<file path="config.mk">
export PLATFORM = sky130hd
export DESIGN_NAME = pwm_output_fault_trigger_ctrl
export DESIGN_NICKNAME = d
export VERILOG_FILES = /design/src/inc/pwm_out_pkg.sv /design/src/hdl/pwm_output_fault_trigger_ctrl.sv
export SDC_FILE = /design/constraint.sdc
export NUM_CORES = 1
export LEC_CHECK = 0
export BUFFER_PORTS_ARGS = -buffer_cell sky130_fd_sc_hd__buf_2
export CORE_UTILIZATION = 50
export DETAILED_ROUTE_END_ITERATION = 12
export PLACE_DENSITY = 0.74
export SLEW_MARGIN = 20
export SYNTH_ARGS = -nofsm -noshare
export SYNTH_HDL_FRONTEND = slang
export SYNTH_SLANG_ARGS = --single-unit
</file>
<file path="constraint.sdc">
create_clock -name pclk -period 3.1 [get_ports pclk]
set_input_delay 0.31 -clock pclk [delete_from_list [all_inputs] [get_ports pclk]]
set_output_delay 0.31 -clock pclk [all_outputs]
set_load 0.05 [all_outputs]
</file>
<file path="src/inc/pwm_out_pkg.sv">
`default_nettype none
package pwm_out_pkg;
    // ------------------------------------------------------------
    // register byte offsets
    // ------------------------------------------------------------
    localparam logic [7:0] alt_dead_time_off      = 8'h00;
    localparam logic [7:0] trigger_control_off    = 8'h04;
    localparam logic [7:0] output_pin_control_off = 8'h08;
    localparam logic [7:0] primary_trig_cmp_off   = 8'h0c;
    localparam logic [7:0] fault_limit_control_off = 8'h10;
    localparam logic [7:0] module_control_off     = 8'h14;
    localparam logic [7:0] block_status_off       = 8'h18;
    // ------------------------------------------------------------
    // reset values and writable masks
    // ------------------------------------------------------------
    localparam logic [15:0] reg_reset_val         = 16'h0000;
    localparam logic [15:0] alt_dead_time_mask    = 16'h3fff;
    localparam logic [15:0] trigger_control_mask  = 16'hf0bf;
    localparam logic [15:0] trig_cmp_mask         = 16'hfff8;
    // ------------------------------------------------------------
    // output_pin_control fields
    // ------------------------------------------------------------
    localparam int high_pin_ownership_bit  = 15;
    localparam int low_pin_ownership_bit   = 14;
    localparam int high_pin_polarity_bit   = 13;
    localparam int low_pin_polarity_bit    = 12;
    localparam int pin_pair_mode_lsb       = 10;
    localparam int high_override_enable_bit = 9;
    localparam int low_override_enable_bit = 8;
    localparam int override_data_lsb       = 6;
    localparam int fault_state_data_lsb    = 4;
    localparam int limit_state_data_lsb    = 2;
    localparam int swap_bit                = 1;
    localparam int override_sync_bit       = 0;
    // ------------------------------------------------------------
    // fault_limit_control fields
    // ------------------------------------------------------------
    localparam int indep_fault_mode_bit    = 15;
    localparam int limit_source_select_lsb = 10;
    localparam int limit_polarity_bit      = 9;
    localparam int limit_enable_bit        = 8;
    localparam int fault_source_select_lsb = 3;
    localparam int fault_polarity_bit      = 2;
    localparam int fault_mode_lsb          = 0;
    // ------------------------------------------------------------
    // module_control and block_status fields
    // ------------------------------------------------------------
    localparam int module_enable_bit       = 0;
    localparam int fault_held_bit          = 0;
    // ------------------------------------------------------------
    // source select codes and modes
    // ------------------------------------------------------------
    localparam logic [4:0] first_fault_code = 5'h08;
    localparam logic [4:0] reserved_code    = 5'h1f;
    localparam logic [1:0] pmode_complementary = 2'h0;
    localparam logic [1:0] pmode_redundant     = 2'h1;
    localparam logic [1:0] pmode_push_pull     = 2'h2;
    localparam logic [1:0] pmode_independent   = 2'h3;
    localparam logic [1:0] fmode_latched    = 2'h0;
    localparam logic [1:0] fmode_cycle      = 2'h1;
endpackage : pwm_out_pkg
`default_nettype wire

</file>
<file path="src/hdl/pwm_output_fault_trigger_ctrl.sv">
// Design decisions made here: the placing of the registers and the APB register port.
`timescale 1ns/1ps
`default_nettype none
// Functional notes
// RQ1: alternate dead time holds 14 bits; bits 15-14 read zero.
// RQ2: a secondary generator never raises the trigger interrupt.
// RQ3: pin pair mode picks independent, push-pull, redundant or complementary outputs.
// RQ4: normal mode fault forces high to fault data 1, low to 0.
// RQ5: independent mode: limit forces high only, fault forces low only.
// RQ6: normal mode limit forces high and low from limit data bits.
// RQ7: independent mode ignores limit data bits entirely.
// RQ8: forced values are logical; pin polarity converts them to levels.
// RQ9: swap exchanges the generated high and low signals between pins.
// RQ10: with override sync set, override changes apply at period boundary.
// RQ11: with override sync clear, override changes apply next clock.
// RQ12: time base equal to trigger compare issues an ADC trigger.
// RQ13: limit source codes pick comparators 1-4 or faults 1-23.
// RQ14: selected limit source also drives dead time compensation input.
// RQ15: fault source select uses same encoding; 11111 reserved.
// RQ16: limit polarity set means selected source is active low.
// RQ17: limit enable clear means the limit source has no effect; the code still feeds it to dead_time_comp_input and block_status.
// RQ18: software changes pin mode only while module is disabled.
// RQ19: software changes polarity bits only while module is disabled.
// RQ20: software avoids sharing fault 1 in independent mode.
// RQ21: fault mode 11 disables, 01 cycle by cycle, 00 latched.
// RQ22: fault polarity set means selected fault source active low.
// RQ23: ownership bit gives the pin to PWM, else to GPIO.
// RQ24: override enable drives the pin from override data.
// RQ25: fault and limit forcing outrank override and normal waveform.
module pwm_output_fault_trigger_ctrl #(
    parameter int  num_faults   = 23,
    parameter int  num_comps    = 4,
    parameter bit  is_secondary = 1'b0
) (
    // apb slave
    input  wire logic        pclk,
    input  wire logic        presetn,
    input  wire logic        psel,
    input  wire logic        penable,
    input  wire logic        pwrite,
    input  wire logic [7:0]  paddr,
    input  wire logic [31:0] pwdata,
    output logic [31:0]      prdata,
    output logic             pready,
    output logic             pslverr,
    // generator side
    input  wire logic        gen_high,
    input  wire logic        gen_low,
    input  wire logic [15:0] time_base,
    input  wire logic        period_boundary,
    // comparator and fault pins
    input  wire logic [num_comps-1:0]  comp_in,
    input  wire logic [num_faults-1:0] fault_in,
    // power stage pins
    output logic             high_output,
    output logic             high_output_en,
    output logic             low_output,
    output logic             low_output_en,
    // other units
    output logic             adc_trigger,
    output logic             trigger_irq,
    output logic             dead_time_comp_input,
    output logic [13:0]      alt_dead_time
);
    // ------------------------------------------------------------
    // parameter checks
    // ------------------------------------------------------------
    if (num_faults != 23 || num_comps != 4) begin : g_bad
        $error("pwm_output_fault_trigger_ctrl: unsupported source count");
    end

    // ------------------------------------------------------------
    // source selection
    // ------------------------------------------------------------
    function automatic logic pick_src(input logic [4:0] code,
                                      input logic [num_comps-1:0] c,
                                      input logic [num_faults-1:0] f);
        logic [4:0] idx;
        idx = code - pwm_out_pkg::first_fault_code;
        if (code < 5'h04)
            pick_src = c[code[1:0]];
        else if (code >= pwm_out_pkg::first_fault_code && code != pwm_out_pkg::reserved_code)
            pick_src = f[idx];
        else
            pick_src = 1'b0;
    endfunction : pick_src

    // ------------------------------------------------------------
    // registers
    // ------------------------------------------------------------
    logic [15:0] alt_dt_q, trig_ctl_q, pin_ctl_q, trig_cmp_q, flt_ctl_q;
    logic        enable_q, fault_hold_q, pp_phase_q, trig_q, irq_q;
    logic [1:0]  ovr_dat_eff_q;
    logic        ovr_en_h_eff_q, ovr_en_l_eff_q;
    logic        high_q, low_q;
    logic [31:0] prdata_q;
    logic [num_comps+num_faults-1:0] sync1_q, sync2_q;

    // ------------------------------------------------------------
    // apb decode
    // ------------------------------------------------------------
    wire setup   = psel & ~penable;
    wire access  = psel & penable;
    wire hit_adt = paddr == pwm_out_pkg::alt_dead_time_off;
    wire hit_tcl = paddr == pwm_out_pkg::trigger_control_off;
    wire hit_pin = paddr == pwm_out_pkg::output_pin_control_off;
    wire hit_cmp = paddr == pwm_out_pkg::primary_trig_cmp_off;
    wire hit_flt = paddr == pwm_out_pkg::fault_limit_control_off;
    wire hit_mod = paddr == pwm_out_pkg::module_control_off;
    wire hit_sts = paddr == pwm_out_pkg::block_status_off;
    wire hit_any = hit_adt | hit_tcl | hit_pin | hit_cmp | hit_flt | hit_mod | hit_sts;
    wire wr      = access & pwrite & hit_any;
    assign pready  = 1'b1;
    assign pslverr = access & ~hit_any;
    assign prdata  = prdata_q;

    // ------------------------------------------------------------
    // field views
    // ------------------------------------------------------------
    wire [num_comps-1:0]  comp_s  = sync2_q[num_comps-1:0];
    wire [num_faults-1:0] fault_s = sync2_q[num_comps+num_faults-1:num_comps];
    wire [1:0] pmode   = pin_ctl_q[pwm_out_pkg::pin_pair_mode_lsb +: 2];
    wire [1:0] fd      = pin_ctl_q[pwm_out_pkg::fault_state_data_lsb +: 2];
    wire [1:0] ld      = pin_ctl_q[pwm_out_pkg::limit_state_data_lsb +: 2];
    wire [1:0] fmode   = flt_ctl_q[pwm_out_pkg::fault_mode_lsb +: 2];
    wire       indep   = flt_ctl_q[pwm_out_pkg::indep_fault_mode_bit];
    wire       override_sync   = pin_ctl_q[pwm_out_pkg::override_sync_bit];
    wire       pol_h   = pin_ctl_q[pwm_out_pkg::high_pin_polarity_bit];
    wire       pol_l   = pin_ctl_q[pwm_out_pkg::low_pin_polarity_bit];
    wire [4:0] cl_code = flt_ctl_q[pwm_out_pkg::limit_source_select_lsb +: 5];
    wire [4:0] ft_code = flt_ctl_q[pwm_out_pkg::fault_source_select_lsb +: 5];

    // ------------------------------------------------------------
    // fault and current limit detection
    // ------------------------------------------------------------
    wire cl_src   = pick_src(cl_code, comp_s, fault_s);             // RQ13
    wire ft_src   = pick_src(ft_code, comp_s, fault_s);             // RQ15
    wire cl_act   = cl_src ^ flt_ctl_q[pwm_out_pkg::limit_polarity_bit];   // RQ16
    wire ft_act   = ft_src ^ flt_ctl_q[pwm_out_pkg::fault_polarity_bit];   // RQ22
    wire cl_on    = flt_ctl_q[pwm_out_pkg::limit_enable_bit] & cl_act;     // RQ17
    wire ft_mode_on = (fmode == pwm_out_pkg::fmode_latched) | (fmode == pwm_out_pkg::fmode_cycle);
    wire ft_on    = ft_mode_on & (ft_act | fault_hold_q);           // RQ21
    wire sts_clr  = wr & hit_sts & pwdata[pwm_out_pkg::fault_held_bit];
    wire hold_clr = (fmode == pwm_out_pkg::fmode_cycle) ? period_boundary : sts_clr;
    wire hold_d   = ft_mode_on & (ft_act | (fault_hold_q & ~hold_clr));
    assign dead_time_comp_input = cl_src;                           // RQ14

    // ------------------------------------------------------------
    // output path
    // ------------------------------------------------------------
    logic gen_h, gen_l;
    always_comb begin
        unique case (pmode)                                         // RQ3
            pwm_out_pkg::pmode_complementary: begin
                gen_h = gen_high;
                gen_l = ~gen_high;
            end
            pwm_out_pkg::pmode_redundant: begin
                gen_h = gen_high;
                gen_l = gen_high;
            end
            pwm_out_pkg::pmode_push_pull: begin
                gen_h = gen_high & pp_phase_q;
                gen_l = gen_high & ~pp_phase_q;
            end
            pwm_out_pkg::pmode_independent: begin
                gen_h = gen_high;
                gen_l = gen_low;
            end
        endcase
    end
    wire run_h  = enable_q & gen_h;
    wire run_l  = enable_q & gen_l;
    wire swap   = pin_ctl_q[pwm_out_pkg::swap_bit];
    wire sw_h   = swap ? run_l : run_h;                             // RQ9
    wire sw_l   = swap ? run_h : run_l;                             // RQ9
    wire ovr_h  = ovr_en_h_eff_q ? ovr_dat_eff_q[1] : sw_h;        // RQ24
    wire ovr_l  = ovr_en_l_eff_q ? ovr_dat_eff_q[0] : sw_l;        // RQ24
    wire log_h  = indep ? (cl_on ? fd[1] : ovr_h)                   // RQ5 RQ7 RQ25
                        : (ft_on ? fd[1] : cl_on ? ld[1] : ovr_h);  // RQ4 RQ6 RQ25
    wire log_l  = indep ? (ft_on ? fd[0] : ovr_l)                   // RQ5 RQ7 RQ25
                        : (ft_on ? fd[0] : cl_on ? ld[0] : ovr_l);  // RQ4 RQ6 RQ25
    wire pin_h  = log_h ^ pol_h;                                    // RQ8
    wire pin_l  = log_l ^ pol_l;                                    // RQ8
    wire ovr_load = ~override_sync | period_boundary;                       // RQ10 RQ11
    wire trig_hit = time_base == (trig_cmp_q & pwm_out_pkg::trig_cmp_mask);   // RQ12

    assign high_output    = high_q;
    assign low_output     = low_q;
    assign high_output_en = pin_ctl_q[pwm_out_pkg::high_pin_ownership_bit];  // RQ23
    assign low_output_en  = pin_ctl_q[pwm_out_pkg::low_pin_ownership_bit];   // RQ23
    assign adc_trigger    = trig_q;
    assign trigger_irq    = irq_q;
    assign alt_dead_time  = alt_dt_q[13:0];

    // ------------------------------------------------------------
    // read mux
    // ------------------------------------------------------------
    wire [15:0] sts_word = {12'h000, cl_src, ft_on, cl_on, fault_hold_q};
    wire [15:0] rd_word =
        hit_adt ? (alt_dt_q & pwm_out_pkg::alt_dead_time_mask) :    // RQ1
        hit_tcl ? trig_ctl_q :
        hit_pin ? pin_ctl_q :
        hit_cmp ? (trig_cmp_q & pwm_out_pkg::trig_cmp_mask) :
        hit_flt ? flt_ctl_q :
        hit_mod ? {15'h0000, enable_q} :
        hit_sts ? sts_word : 16'h0000;

    // ------------------------------------------------------------
    // sequential logic
    // ------------------------------------------------------------
    always_ff @(posedge pclk or negedge presetn) begin
        if (!presetn) begin
            sync1_q <= '0;
            sync2_q <= '0;
        end else begin
            sync1_q <= {fault_in, comp_in};
            sync2_q <= sync1_q;
        end
    end

    always_ff @(posedge pclk or negedge presetn) begin
        if (!presetn) begin
            alt_dt_q   <= pwm_out_pkg::reg_reset_val;
            trig_ctl_q <= pwm_out_pkg::reg_reset_val;
            pin_ctl_q  <= pwm_out_pkg::reg_reset_val;
            trig_cmp_q <= pwm_out_pkg::reg_reset_val;
            flt_ctl_q  <= pwm_out_pkg::reg_reset_val;
            enable_q   <= 1'b0;
        end else begin
            if (wr && hit_adt) alt_dt_q <= pwdata[15:0] & pwm_out_pkg::alt_dead_time_mask; // RQ1
            if (wr && hit_tcl) trig_ctl_q <= pwdata[15:0] & pwm_out_pkg::trigger_control_mask;
            if (wr && hit_pin) pin_ctl_q <= pwdata[15:0];
            if (wr && hit_cmp) trig_cmp_q <= pwdata[15:0] & pwm_out_pkg::trig_cmp_mask; // RQ12
            if (wr && hit_flt) flt_ctl_q <= pwdata[15:0];
            if (wr && hit_mod) enable_q <= pwdata[pwm_out_pkg::module_enable_bit];
        end
    end

    always_ff @(posedge pclk or negedge presetn) begin
        if (!presetn) begin
            ovr_dat_eff_q  <= 2'h0;
            ovr_en_h_eff_q <= 1'b0;
            ovr_en_l_eff_q <= 1'b0;
        end else if (ovr_load) begin                                // RQ10 RQ11
            ovr_dat_eff_q  <= pin_ctl_q[pwm_out_pkg::override_data_lsb +: 2];
            ovr_en_h_eff_q <= pin_ctl_q[pwm_out_pkg::high_override_enable_bit];
            ovr_en_l_eff_q <= pin_ctl_q[pwm_out_pkg::low_override_enable_bit];
        end
    end

    always_ff @(posedge pclk or negedge presetn) begin
        if (!presetn) begin
            fault_hold_q <= 1'b0;
            pp_phase_q   <= 1'b1;
            high_q       <= 1'b0;
            low_q        <= 1'b0;
            trig_q       <= 1'b0;
            irq_q        <= 1'b0;
            prdata_q     <= 32'h0000_0000;
        end else begin
            fault_hold_q <= hold_d;                                 // RQ21
            if (period_boundary) pp_phase_q <= ~pp_phase_q;         // RQ3
            high_q       <= pin_h;
            low_q        <= pin_l;
            trig_q       <= trig_hit;                               // RQ12
            irq_q        <= trig_hit & ~is_secondary;               // RQ2
            if (setup) prdata_q <= {16'h0000, rd_word};
        end
    end
endmodule : pwm_output_fault_trigger_ctrl
`default_nettype wire

</file>
==> flow_summary.yaml, run 1 <==
logic_synthesis:
  synth_area_leaders: "dfrtp_1, mux2_2, mux2i_1, buf_4, nand2_1"
  syn_area_sq_um: 6800
  synth_edf_count: 0
  synth.top_cell.area_share: 0.548
  avgSynthCellArea_sq_um: 12.7
  ys_seq_area_frac: 0.552
  synth_largest_area_cell: "dfrtp_1"
  synth_cell_types: 66
  synth_seq_cells: 150
  synth-main-ff-cell: "dfrtp_1"
  yosysWarnings: 0
  synthCells: 535
  synthArstFlopShare: 1.00
critical_path:
  worstSetupStartpointType: "flip-flop"
  cp_slowest_cell: "mux4_1"
  end_kind: "flip-flop"
  required_ps: 3450
  path_class: "flip-flop to flip-flop"
  cp_max_fo: 9
  cpPeakStageDelay_ps: 630
  path_cells: "mux4_1 > nor3_1 > a2111oi_4 > a2111oi_0 > or3_4 > a31oi_1 > o2bb2ai_1 > xor2_1"
  worstPathArrival_ps: 3180
place:
  port-buffer-count: 112
  place_congestion: 0.886
  dp_slack_ps: 257
  post_dp_cell_area_sq_um: 7460
  dp_hpwl_microns: 11000
cts:
  insertion_delay_ps: 430
  cts_buffer_depth: 2
  cts_root_buffer: "clkbuf_16"
  htreeDepth: 4
  cts_tree: "yes"
  cts_sinks: 150
  numCtsBuffers: 17
  clkTransAtPathRegs_ps: 60
  postCtsResizedCells: 0
die:
  die-area_sq_um: 14100
  io_pins: 146
  fp.dieW_microns: 119
  die_h_microns: 119
  start_util: 0.513
  core-area_sq_um: 13200
  rows: 42
sta:
  fin_crit_ps: 2830
  max_freq_mhz: 354
  slew_headroom: 0.361
  fin_hold_ws_ps: 71.4
  tightest_slew_ps: 959
  fin_crit_sh: 0.912
  worst_slack_ps: 273
  grt_setup_unrepaired: "no"
  hold_viol: 0
  skew_ps: 13.1
  finalMaxSlewViolations: 0
  setup_viol_count_final: 0
  finalSetupTns_ps: 0
global_route:
  first_global_vias: 4943
  busiest_layer: "met2"
  grt_max_degree: 79
  track_usage: 0.246
  grtUsageMet2: 0.417
  grtUsageMet1: 0.303
  antenna_found_initial: 0
  use_met3: 0.0560
  overflow: 0
  grt_pass1_wl_microns: 26000
final_layout:
  diodes: 0
  final_area_sq_um: 8360
  nets: 772
  final_layout_size_suffix_gt1_frac: 0.353
  most-common-layout-cells: "dfrtp_1, buf_2, mux2_2, nand2_1, dlygate4sd3_1"
  final_util: 0.631
  nFillCells: 1039
  layout_commonest_cell: "dfrtp_1"
  syn2layout_area_growth_pct: 22.9
power_and_ir_drop:
  p_switching_uw: 1100
  p_leak_uw: 0.00399
  p_seq_frac: 0.446
  internal_power_uw: 3510
  power_frac_clock: 0.470
  power.share.switching: 0.238
  p_per_area_nw_per_um2: 551
  ir_drop_mv: 0.428
  p_comb_frac: 0.084
flow_run:
  drv_cap: 0
detailed_routing:
  final_antenna_net_count: 0
  drtPass1Iterations: 5
  wl_per_cell_microns: 18.3
  finalWirelength_microns: 15800
  drtIter0Drc: 336
  drc: 0
  vias: 4812
  viasPerCell: 5.57
hold_path:
  hold_path_class: "primary input to flip-flop"
status:
  status: "finished, final reports clean"
## metrics by stage
step | power [uW] | cells
6_report | 4610 | 864
5_1_grt | 4760 | 864
4_1_cts | 4630 | 864
3_5_place_dp | 2450 | 806
3_3_place_gp | 2440 | 806
2_1_floorplan | 2300 | 550
## layout make-up
class                           count  area [sq um]  area share
Tap cell                          176           220      0.0264
Clock buffer                       19           443      0.0530
Multi-Input combinational cell    350          2800       0.334
Inverter                            7          26.3     0.00314
Timing Repair Buffer              151           942       0.113
Sequential cell                   150          3750       0.449
Clock inverter                     11           175      0.0210
## routing by layer
layer	routed length, microns	part of all wire
met2	8080	0.51
met4	332	0.021
met1	6610	0.42
met3	772	0.049
met5	0	0
## timing repair
item	in CTS	in global routing
buffers inserted	0	0
endpoints found under the hold margin	102	0
hold buffers	28	0
## state kept, by name (all words and copies together), names as in the netlist
name	cells
sync2_q	27
ovr_dat_eff_q	2
alt_dt_q	14
trig_ctl_q	11
flt_ctl_q	16
ovr_en_l_eff_q	1
sync1_q	27
ovr_en_h_eff_q	1
prdata	16
pp_phase_q	1
fault_hold_q	1
low_output	1
trigger_irq	1
trig_cmp_q	13
high_output	1
enable_q	1
pin_ctl_q	16
## power groups by stage
stage	Combinational, uW	Clock (uW)	Sequential, uW
after global routing	419	2280	2060
after floorplan	158	0	2140
after global placement	349	0	2090
after CTS	385	2190	2060
final	385	2170	2050
after detailed placement	357	0	2090
## critical path, delay by kind of cell, from the launching register on
| kind | cells | cell delay, ps |
|---|---|---|
| compound gates | 4 | 810 |
| mux | 1 | 630 |
| flops | 1 | 600 |
| simple gates | 2 | 540 |
| xor+xnor | 1 | 170 |
## Yosys cell counts (4+ instances only)
master	number
dfrtp_1	149
mux2_2	70
nand2_1	38
nor2_1	27
mux2i_1	22
buf_4	21
o21ai_0	18
a21oi_1	17
a221oi_1	13
clkbuf_1	10
xnor2_1	10
xor2_1	9
a22oi_1	8
inv_1	7
buf_2	6
nand2b_1	6
mux2_1	5
nand3_1	5
nor2b_1	5
and3_1	4
buf_6	4
ha_1	4
mux4_1	4
mux4_2	4
o31ai_1	4
## cell families (layout without fill, tap and decap cells)
family | after synthesis | in the layout | share of synthesized area
DFF | 150 | 150 | 0.552
and+or+nand+nor | 114 | 114 | 0.0860
muxes | 106 | 106 | 0.188
AOI/OAI and AO/OA | 90 | 90 | 0.0965
buffers and inverters | 50 | 188 | 0.0447
xor gates and xnor gates | 19 | 19 | 0.0245
adders and majority gates | 4 | 4 | 0.00736
other | 2 | 17 | 0.00110
## path summary, 6_finish.rpt
check | from | end | slack [ps] | depth (start not counted)
max | flt_ctl_q[3]$_DFFE_PN0P_ | high_output$_DFF_PN0_ | 270 | 8
min | period_boundary | pp_phase_q$_DFFE_PN1P_ | 70 | 2
max reg2reg | flt_ctl_q[3]$_DFFE_PN0P_ | high_output$_DFF_PN0_ | 270 | 8
min reg2reg | sync1_q[18]$_DFF_PN0_ | sync2_q[18]$_DFF_PN0_ | 340 | 0
max in group asynchronous | presetn | trig_ctl_q[4]$_DFFE_PN0P_ | 1870 | 3
min in group asynchronous | presetn | trig_ctl_q[2]$_DFFE_PN0P_ | 480 | 2
(Power assumes the default switching activity.)
==> run 2: changes to the inputs <==
--- a/config.mk
+++ b/config.mk
@@ -5,10 +5,12 @@
 export SDC_FILE = /design/constraint.sdc
 export NUM_CORES = 1
 export LEC_CHECK = 0
+export ABC_AREA = 1
 export BUFFER_PORTS_ARGS = -buffer_cell sky130_fd_sc_hd__buf_2
 export CORE_UTILIZATION = 50
 export DETAILED_ROUTE_END_ITERATION = 12
 export PLACE_DENSITY = 0.74
+export RECOVER_POWER = 50
 export SLEW_MARGIN = 20
 export SYNTH_ARGS = -nofsm -noshare
 export SYNTH_HDL_FRONTEND = slang
==> run 2 against run 1 <==
The flow now finishes with violations (capacitance limit, slew limit). Clock-buffer cell count is 3 higher. Register-to-register slack better by 450 ps. Critical path depth is 1 higher. Global-route usage is 0.58 points higher. Sequential power hardly changed. Design area is 0.67% lower. Via count is 18% higher. First-iteration DRC count is 28% higher. Clock power is 3% higher. Hold slack worse by 27 ps. Utilization is 0.18 points lower. Setup slack better by 330 ps. Largest power group unchanged.
==> flow_summary.yaml, run 2 <==
die:
  fp.dieW_microns: 118
  die-area_sq_um: 13900
  die_h_microns: 118
  io_pins: 146
  rows: 42
  start_util: 0.511
  core-area_sq_um: 13200
logic_synthesis:
  ys_seq_area_frac: 0.557
  yosysWarnings: 0
  synthArstFlopShare: 1.00
  synth_largest_area_cell: "dfrtp_1"
  synthCells: 771
  syn_area_sq_um: 6740
  yosysMostFrequentCell: "nand2_1"
  synth_area_leaders: "dfrtp_1, nand2_1, inv_1, o21ai_1, o21ai_0"
  synth_cell_types: 46
  avgSynthCellArea_sq_um: 8.74
  synth.top_cell.area_share: 0.553
  synth_edf_count: 0
  synth-main-ff-cell: "dfrtp_1"
  synthTopCellsByCount: "nand2_1, dfrtp_1, inv_1, o21ai_1, o21ai_0"
  synth_seq_cells: 150
cts:
  post_cts_buffers: 0
  insertion_delay_ps: 420
  cts_buffer_depth: 2
  htreeDepth: 4
  postCtsResizedCells: 0
  clkTransAtPathRegs_ps: 60
  cts_sinks: 150
  numCtsBuffers: 17
  cts_root_buffer: "clkbuf_16"
  cts_tree: "yes"
power_and_ir_drop:
  p_seq_frac: 0.447
  p_leak_uw: 0.00407
  ir_drop_mv: 0.545
  power_frac_clock: 0.489
  p_comb_frac: 0.064
  p_per_area_nw_per_um2: 549
  p_total_uw: 4560
  internal_power_uw: 3540
  power.share.switching: 0.223
  p_switching_uw: 1010
critical_path:
  required_ps: 2790
  cp_max_fo: 17
  cp-startpoint: "flt_ctl_q[10]$_DFFE_PN0P_"
  worstPathArrival_ps: 2180
  path_class: "flip-flop to primary output"
  end_kind: "primary output"
  reg2reg_depth: 16
  worstSetupStartpointType: "flip-flop"
  regToRegStartpoint: "flt_ctl_q[3]$_DFFE_PN0P_"
detailed_routing:
  wl_per_cell_microns: 15.0
  drtPass1Iterations: 6
  finalWirelength_microns: 16500
  viasPerCell: 5.16
  final_antenna_net_count: 0
  vias: 5692
  drtIter0Drc: 430
  drc: 0
final_layout:
  syn2layout_area_growth_pct: 23.2
  most-common-layout-cells: "nand2_1, dfrtp_1, buf_2, inv_1, o21ai_1"
  final_layout_size_suffix_gt1_frac: 0.183
  seq_area_sq_um: 3750
  reg_top3: "sync1_q: 27 flops, sync2_q: 27 flops"
  layout_commonest_cell: "nand2_1"
  nets: 1010
  diodes: 0
  nFillCells: 1130
  multiInputGateArea_sq_um: 2430
status:
  violations: "capacitance limit, slew limit"
  status: "finished with violations"
sta:
  finalSetupTns_ps: 0
  setup_viol_count_final: 0
  fin_crit_ps: 2490
  tightest_slew_ps: 1680
  finalMaxSlewViolations: 70
  skew_ps: 5.96
  fin_crit_sh: 0.805
  max_freq_mhz: 401
  hold_viol: 0
  slew_headroom: -0.122
  grt_setup_unrepaired: "no"
place:
  dp_hpwl_microns: 11600
  port-buffer-count: 112
  place_congestion: 0.929
global_route:
  grt_pass1_wl_microns: 26700
  antenna_found_initial: 0
  first_global_vias: 5228
  overflow: 0
  track_usage: 0.252
  grt_max_degree: 70
hold_path:
  hold_depth: 2
  hold_path_class: "primary input to flip-flop"
  hp-start: "period_boundary"
flow_run:
  drv_cap: 1
[run 2: cell types whose count changed after synthesis, sizes merged, moves of 21 or more]
| cell | previous run | this run |
|---|---|---|
| o21ai | 19 | 101 |
| inv | 7 | 88 |
| nand3 | 5 | 47 |
| mux2i | 22 | 1 |
| nand2 | 41 | 216 |
| mux2 | 76 | 2 |
[run 2: layout make-up]
type                       instances  area share
tap                              176      0.0265
sequential                       150       0.452
inverter                          88      0.0401
clock buffer                      22      0.0583
multi-input combinational        506       0.293
timing repair buffer             152       0.110
clock inverter                    10      0.0202
[run 2: logic make-up (layout without fill, tap and decap cells)]
| logic type | count (synthesis) | after routing | share of synthesized area |
|---|---|---|---|
| AOI/OAI and AO/OA | 148 | 148 | 0.123 |
| xor gates and xnor gates | 9 | 9 | 0.0117 |
| adders and majority gates | 4 | 4 | 0.00743 |
| buffers and inverters | 130 | 272 | 0.0901 |
| DFF | 150 | 150 | 0.557 |
| muxes | 3 | 3 | 0.00483 |
| other | 2 | 17 | 0.00111 |
| and+or+nand+nor | 325 | 325 | 0.204 |
[run 2: final timing paths]
path	to	slack, ps
min reg2reg	sync2_q[3]$_DFF_PN0_	340
max	dead_time_comp_input	610
max reg2reg	high_output$_DFF_PN0_	720
min	pp_phase_q$_DFFE_PN1P_	40
max in group asynchronous	sync1_q[21]$_DFF_PN0_	830
min in group asynchronous	alt_dt_q[5]$_DFFE_PN0P_	860
[run 2: critical path, cell delays in order (launching register included)]
cell and delay (ps):
dfrtp_1 460, inv_2 270, nand2_1 100, nand3_1 100, nand2_1 40, nand3b_1 150, nand3_1 80, nand3_1 150
nand2_2 140, buf_2 270
[run 2: power by group through the flow]
stage,Combinational (uW),Clock (uW),Sequential [uW]
2_1_floorplan,136,0,2090
5_1_grt,321,2340,2040
4_1_cts,296,2260,2040
3_5_place_dp,269,0,2070
3_3_place_gp,266,0,2070
6_report,292,2230,2040
[run 2: layer usage]
metal | part of all wire | wire length, microns | vias up | GRT usage
li1 | - | - | 2752 | -
met3 | 0.066 | 1090 | 20 | 0.0615
met4 | 0.016 | 262 | 0 | 0.0849
met5 | 0 | 0 | - | 0
met1 | 0.46 | 7600 | 2700 | 0.354
met2 | 0.46 | 7580 | 220 | 0.382
[run 2: metrics by stage]
| step | area (sq um) | setup slack, ps | std cells | utilization | hold slack (ps) |
|---|---|---|---|---|---|
| floorplan | 6790 | 1210 | 786 | - | 14.4 |
| global placement | 7400 | 734 | 1044 | 0.561 | 334 |
| detailed placement | 7400 | 684 | 1044 | 0.561 | 335 |
| CTS | 8330 | 597 | 1104 | 0.631 | 25.6 |
| global route | 8300 | 414 | 1104 | 0.629 | 41.2 |
| finish | 8300 | 605 | 1104 | 0.629 | 44.6 |
[run 2: timing repair]
action                                  in CTS  in global routing
endpoints found under the setup margin       0                  0
hold buffers                                28                  0
hold endpoints to repair                    92                  0
==> run 3: changes to the inputs <==
==> constraint.sdc (replaced) <==
create_clock -name pclk -period 2.3 [get_ports pclk]
set_input_delay 0.23 -clock pclk [delete_from_list [all_inputs] [get_ports pclk]]
set_output_delay 0.23 -clock pclk [all_outputs]
set_load 0.05 [all_outputs]
==> run 3 against run 2 <==
The flow now finishes without violations. Combinational power increased by 39%. Clock skew down 0.61 ps. Register-to-register slack got worse by 570 ps. Setup slack got worse by 490 ps. Non-clock buffer count is 11 higher. First-iteration DRC count fell by 3.0%. Sequential share of layout area decreased by 0.49 points. Sequential power rose by 34%. Global-route usage rose by 1.1 points. Cell count rose by 0.72%. Wire length up 3.9%. Critical path type unchanged.
==> flow_summary.yaml, run 3 (synthesized netlist as in run 2, its figures left out) <==
place:
  dp_hpwl_microns: 12000
  dp_slack_ps: 142
  dp_cells: 1054
  port-buffer-count: 112
  place_congestion: 0.917
global_route:
  overflow: 0
  grt_pass1_wl_microns: 27700
  first_global_vias: 5453
  track_usage: 0.263
  antenna_found_initial: 0
  grt_max_degree: 59
final_layout:
  layout_commonest_cell: "nand2_1"
  most-common-layout-cells: "nand2_1, dfrtp_1, buf_2, inv_1, o21ai_1"
  diodes: 0
  nFillCells: 1083
  final_layout_size_suffix_gt1_frac: 0.203
  nets: 1021
  syn2layout_area_growth_pct: 24.6
  fin_cells: 1112
  reg_top3: "sync1_q: 27 flops, sync2_q: 27 flops"
detailed_routing:
  vias: 5797
  drtPass1Iterations: 5
  wl_per_cell_microns: 15.4
  finalWirelength_microns: 17200
  drtIter0Drc: 417
  viasPerCell: 5.21
  drc: 0
  final_antenna_net_count: 0
power_and_ir_drop:
  ir_drop_mv: 0.587
  p_leak_uw: 0.00417
  p_per_area_nw_per_um2: 715
  p_total_uw: 6000
die:
  fp.dieW_microns: 118
  io_pins: 146
  die-area_sq_um: 13900
  die_h_microns: 118
  core-area_sq_um: 13200
  start_util: 0.511
  rows: 42
cts:
  cts_buffer_depth: 2
  clkTransAtPathRegs_ps: 60
  htreeDepth: 4
  insertion_delay_ps: 430
  post_cts_buffers: 0
  cts_tree: "yes"
  cts_sinks: 150
  numCtsBuffers: 17
  cts_root_buffer: "clkbuf_16"
sta:
  finalMaxSlewViolations: 0
  slew_headroom: 0.0320
  fin_crit_ps: 2190
  setup_viol_count_final: 0
  max_freq_mhz: 457
  hold_viol: 0
  fin_hold_ws_ps: 106
  grt_setup_unrepaired: "no"
  worst_slack_ps: 113
  skew_ps: 5.35
  fin_crit_sh: 0.951
  finalSetupTns_ps: 0
  tightest_slew_ps: 1450
critical_path:
  reg2reg_depth: 17
  cp_max_fo: 8
  worstPathArrival_ps: 1960
  path_class: "flip-flop to primary output"
  regToRegSetupSlack_ps: 150
  rr_endpoint: "low_output$_DFF_PN0_"
  worstSetupStartpointType: "flip-flop"
  end_kind: "primary output"
  required_ps: 2070
  regToRegStartpoint: "flt_ctl_q[3]$_DFFE_PN0P_"
status:
  status: "finished, final reports clean"
hold_path:
  hold_depth: 3
  min_to: "trig_cmp_q[8]$_DFFE_PN0P_"
  hold_path_class: "primary input to flip-flop"
  hp-start: "pwdata[8]"
flow_run:
  drv_cap: 0
[run 3: changes by cell type in the layout (fill, tap and decap cells not counted), moves of 2 or more]
cell | before | now
clkbuf_8 | 4 | 1
buf_12 | 0 | 3
clkinv_2 | 1 | 5
buf_4 | 10 | 17
clkbuf_1 | 14 | 2
buf_2 | 98 | 109
clkinv_4 | 3 | 1
[run 3: how the worst max path moves through the flow]
stage,from,end,slack [ps]
floorplan,flt_ctl_q[10]$_DFFE_PN0P_,low_output$_DFF_PN0_,410
global placement,paddr[1],alt_dt_q[12]$_DFFE_PN0P_,210
detailed placement,paddr[1],alt_dt_q[5]$_DFFE_PN0P_,140
CTS,flt_ctl_q[10]$_DFFE_PN0P_,dead_time_comp_input,6
global route,presetn,flt_ctl_q[11]$_DFFE_PN0P_,4
finish,flt_ctl_q[11]$_DFFE_PN0P_,dead_time_comp_input,110
[run 3: per-layer routing]
layer,global-route usage,part of all wire,vias up
met5,0,0,-
met4,0.106,0.024,0
met3,0.0572,0.067,27
met2,0.406,0.46,239
met1,0.363,0.45,2768
li1,-,-,2763
[run 3: per-stage QoR]
step	area [sq um]	util
2_1_floorplan	6790	-
3_3_place_gp	7510	0.569
3_5_place_dp	7510	0.569
4_1_cts	8400	0.637
5_1_grt	8390	0.636
6_report	8390	0.636
[run 3: critical path, stage by stage (launching register included)]
cell and delay, ps:
dfrtp_2 470, inv_1 230, nand3_1 120, nand2_1 90, nand2_1 50, nand3b_1 80, nand3_1 80, nand3_1 150
nand2_2 100, buf_6 170
[run 3: report_power, final]
part | internal (uW) | switching (uW)
Combinational | 133 | 273
Sequential | 2710 | 33.8
Clock | 1820 | 1030
[run 3: final cells by class]
type                            count  area [sq um]  area share
Clock buffer                       19           443      0.0528
Clock inverter                     10           156      0.0186
Sequential cell                   150          3760       0.447
Tap cell                          176           220      0.0262
Multi-Input combinational cell    506          2430       0.290
Timing Repair Buffer              163          1050       0.126
Inverter                           88           334      0.0398
[run 3: what timing repair did]
item,CTS,global route
hold endpoints to repair,82,0
endpoints found under the setup margin,1,1
gates resized for setup,1,4
hold buffers,29,0
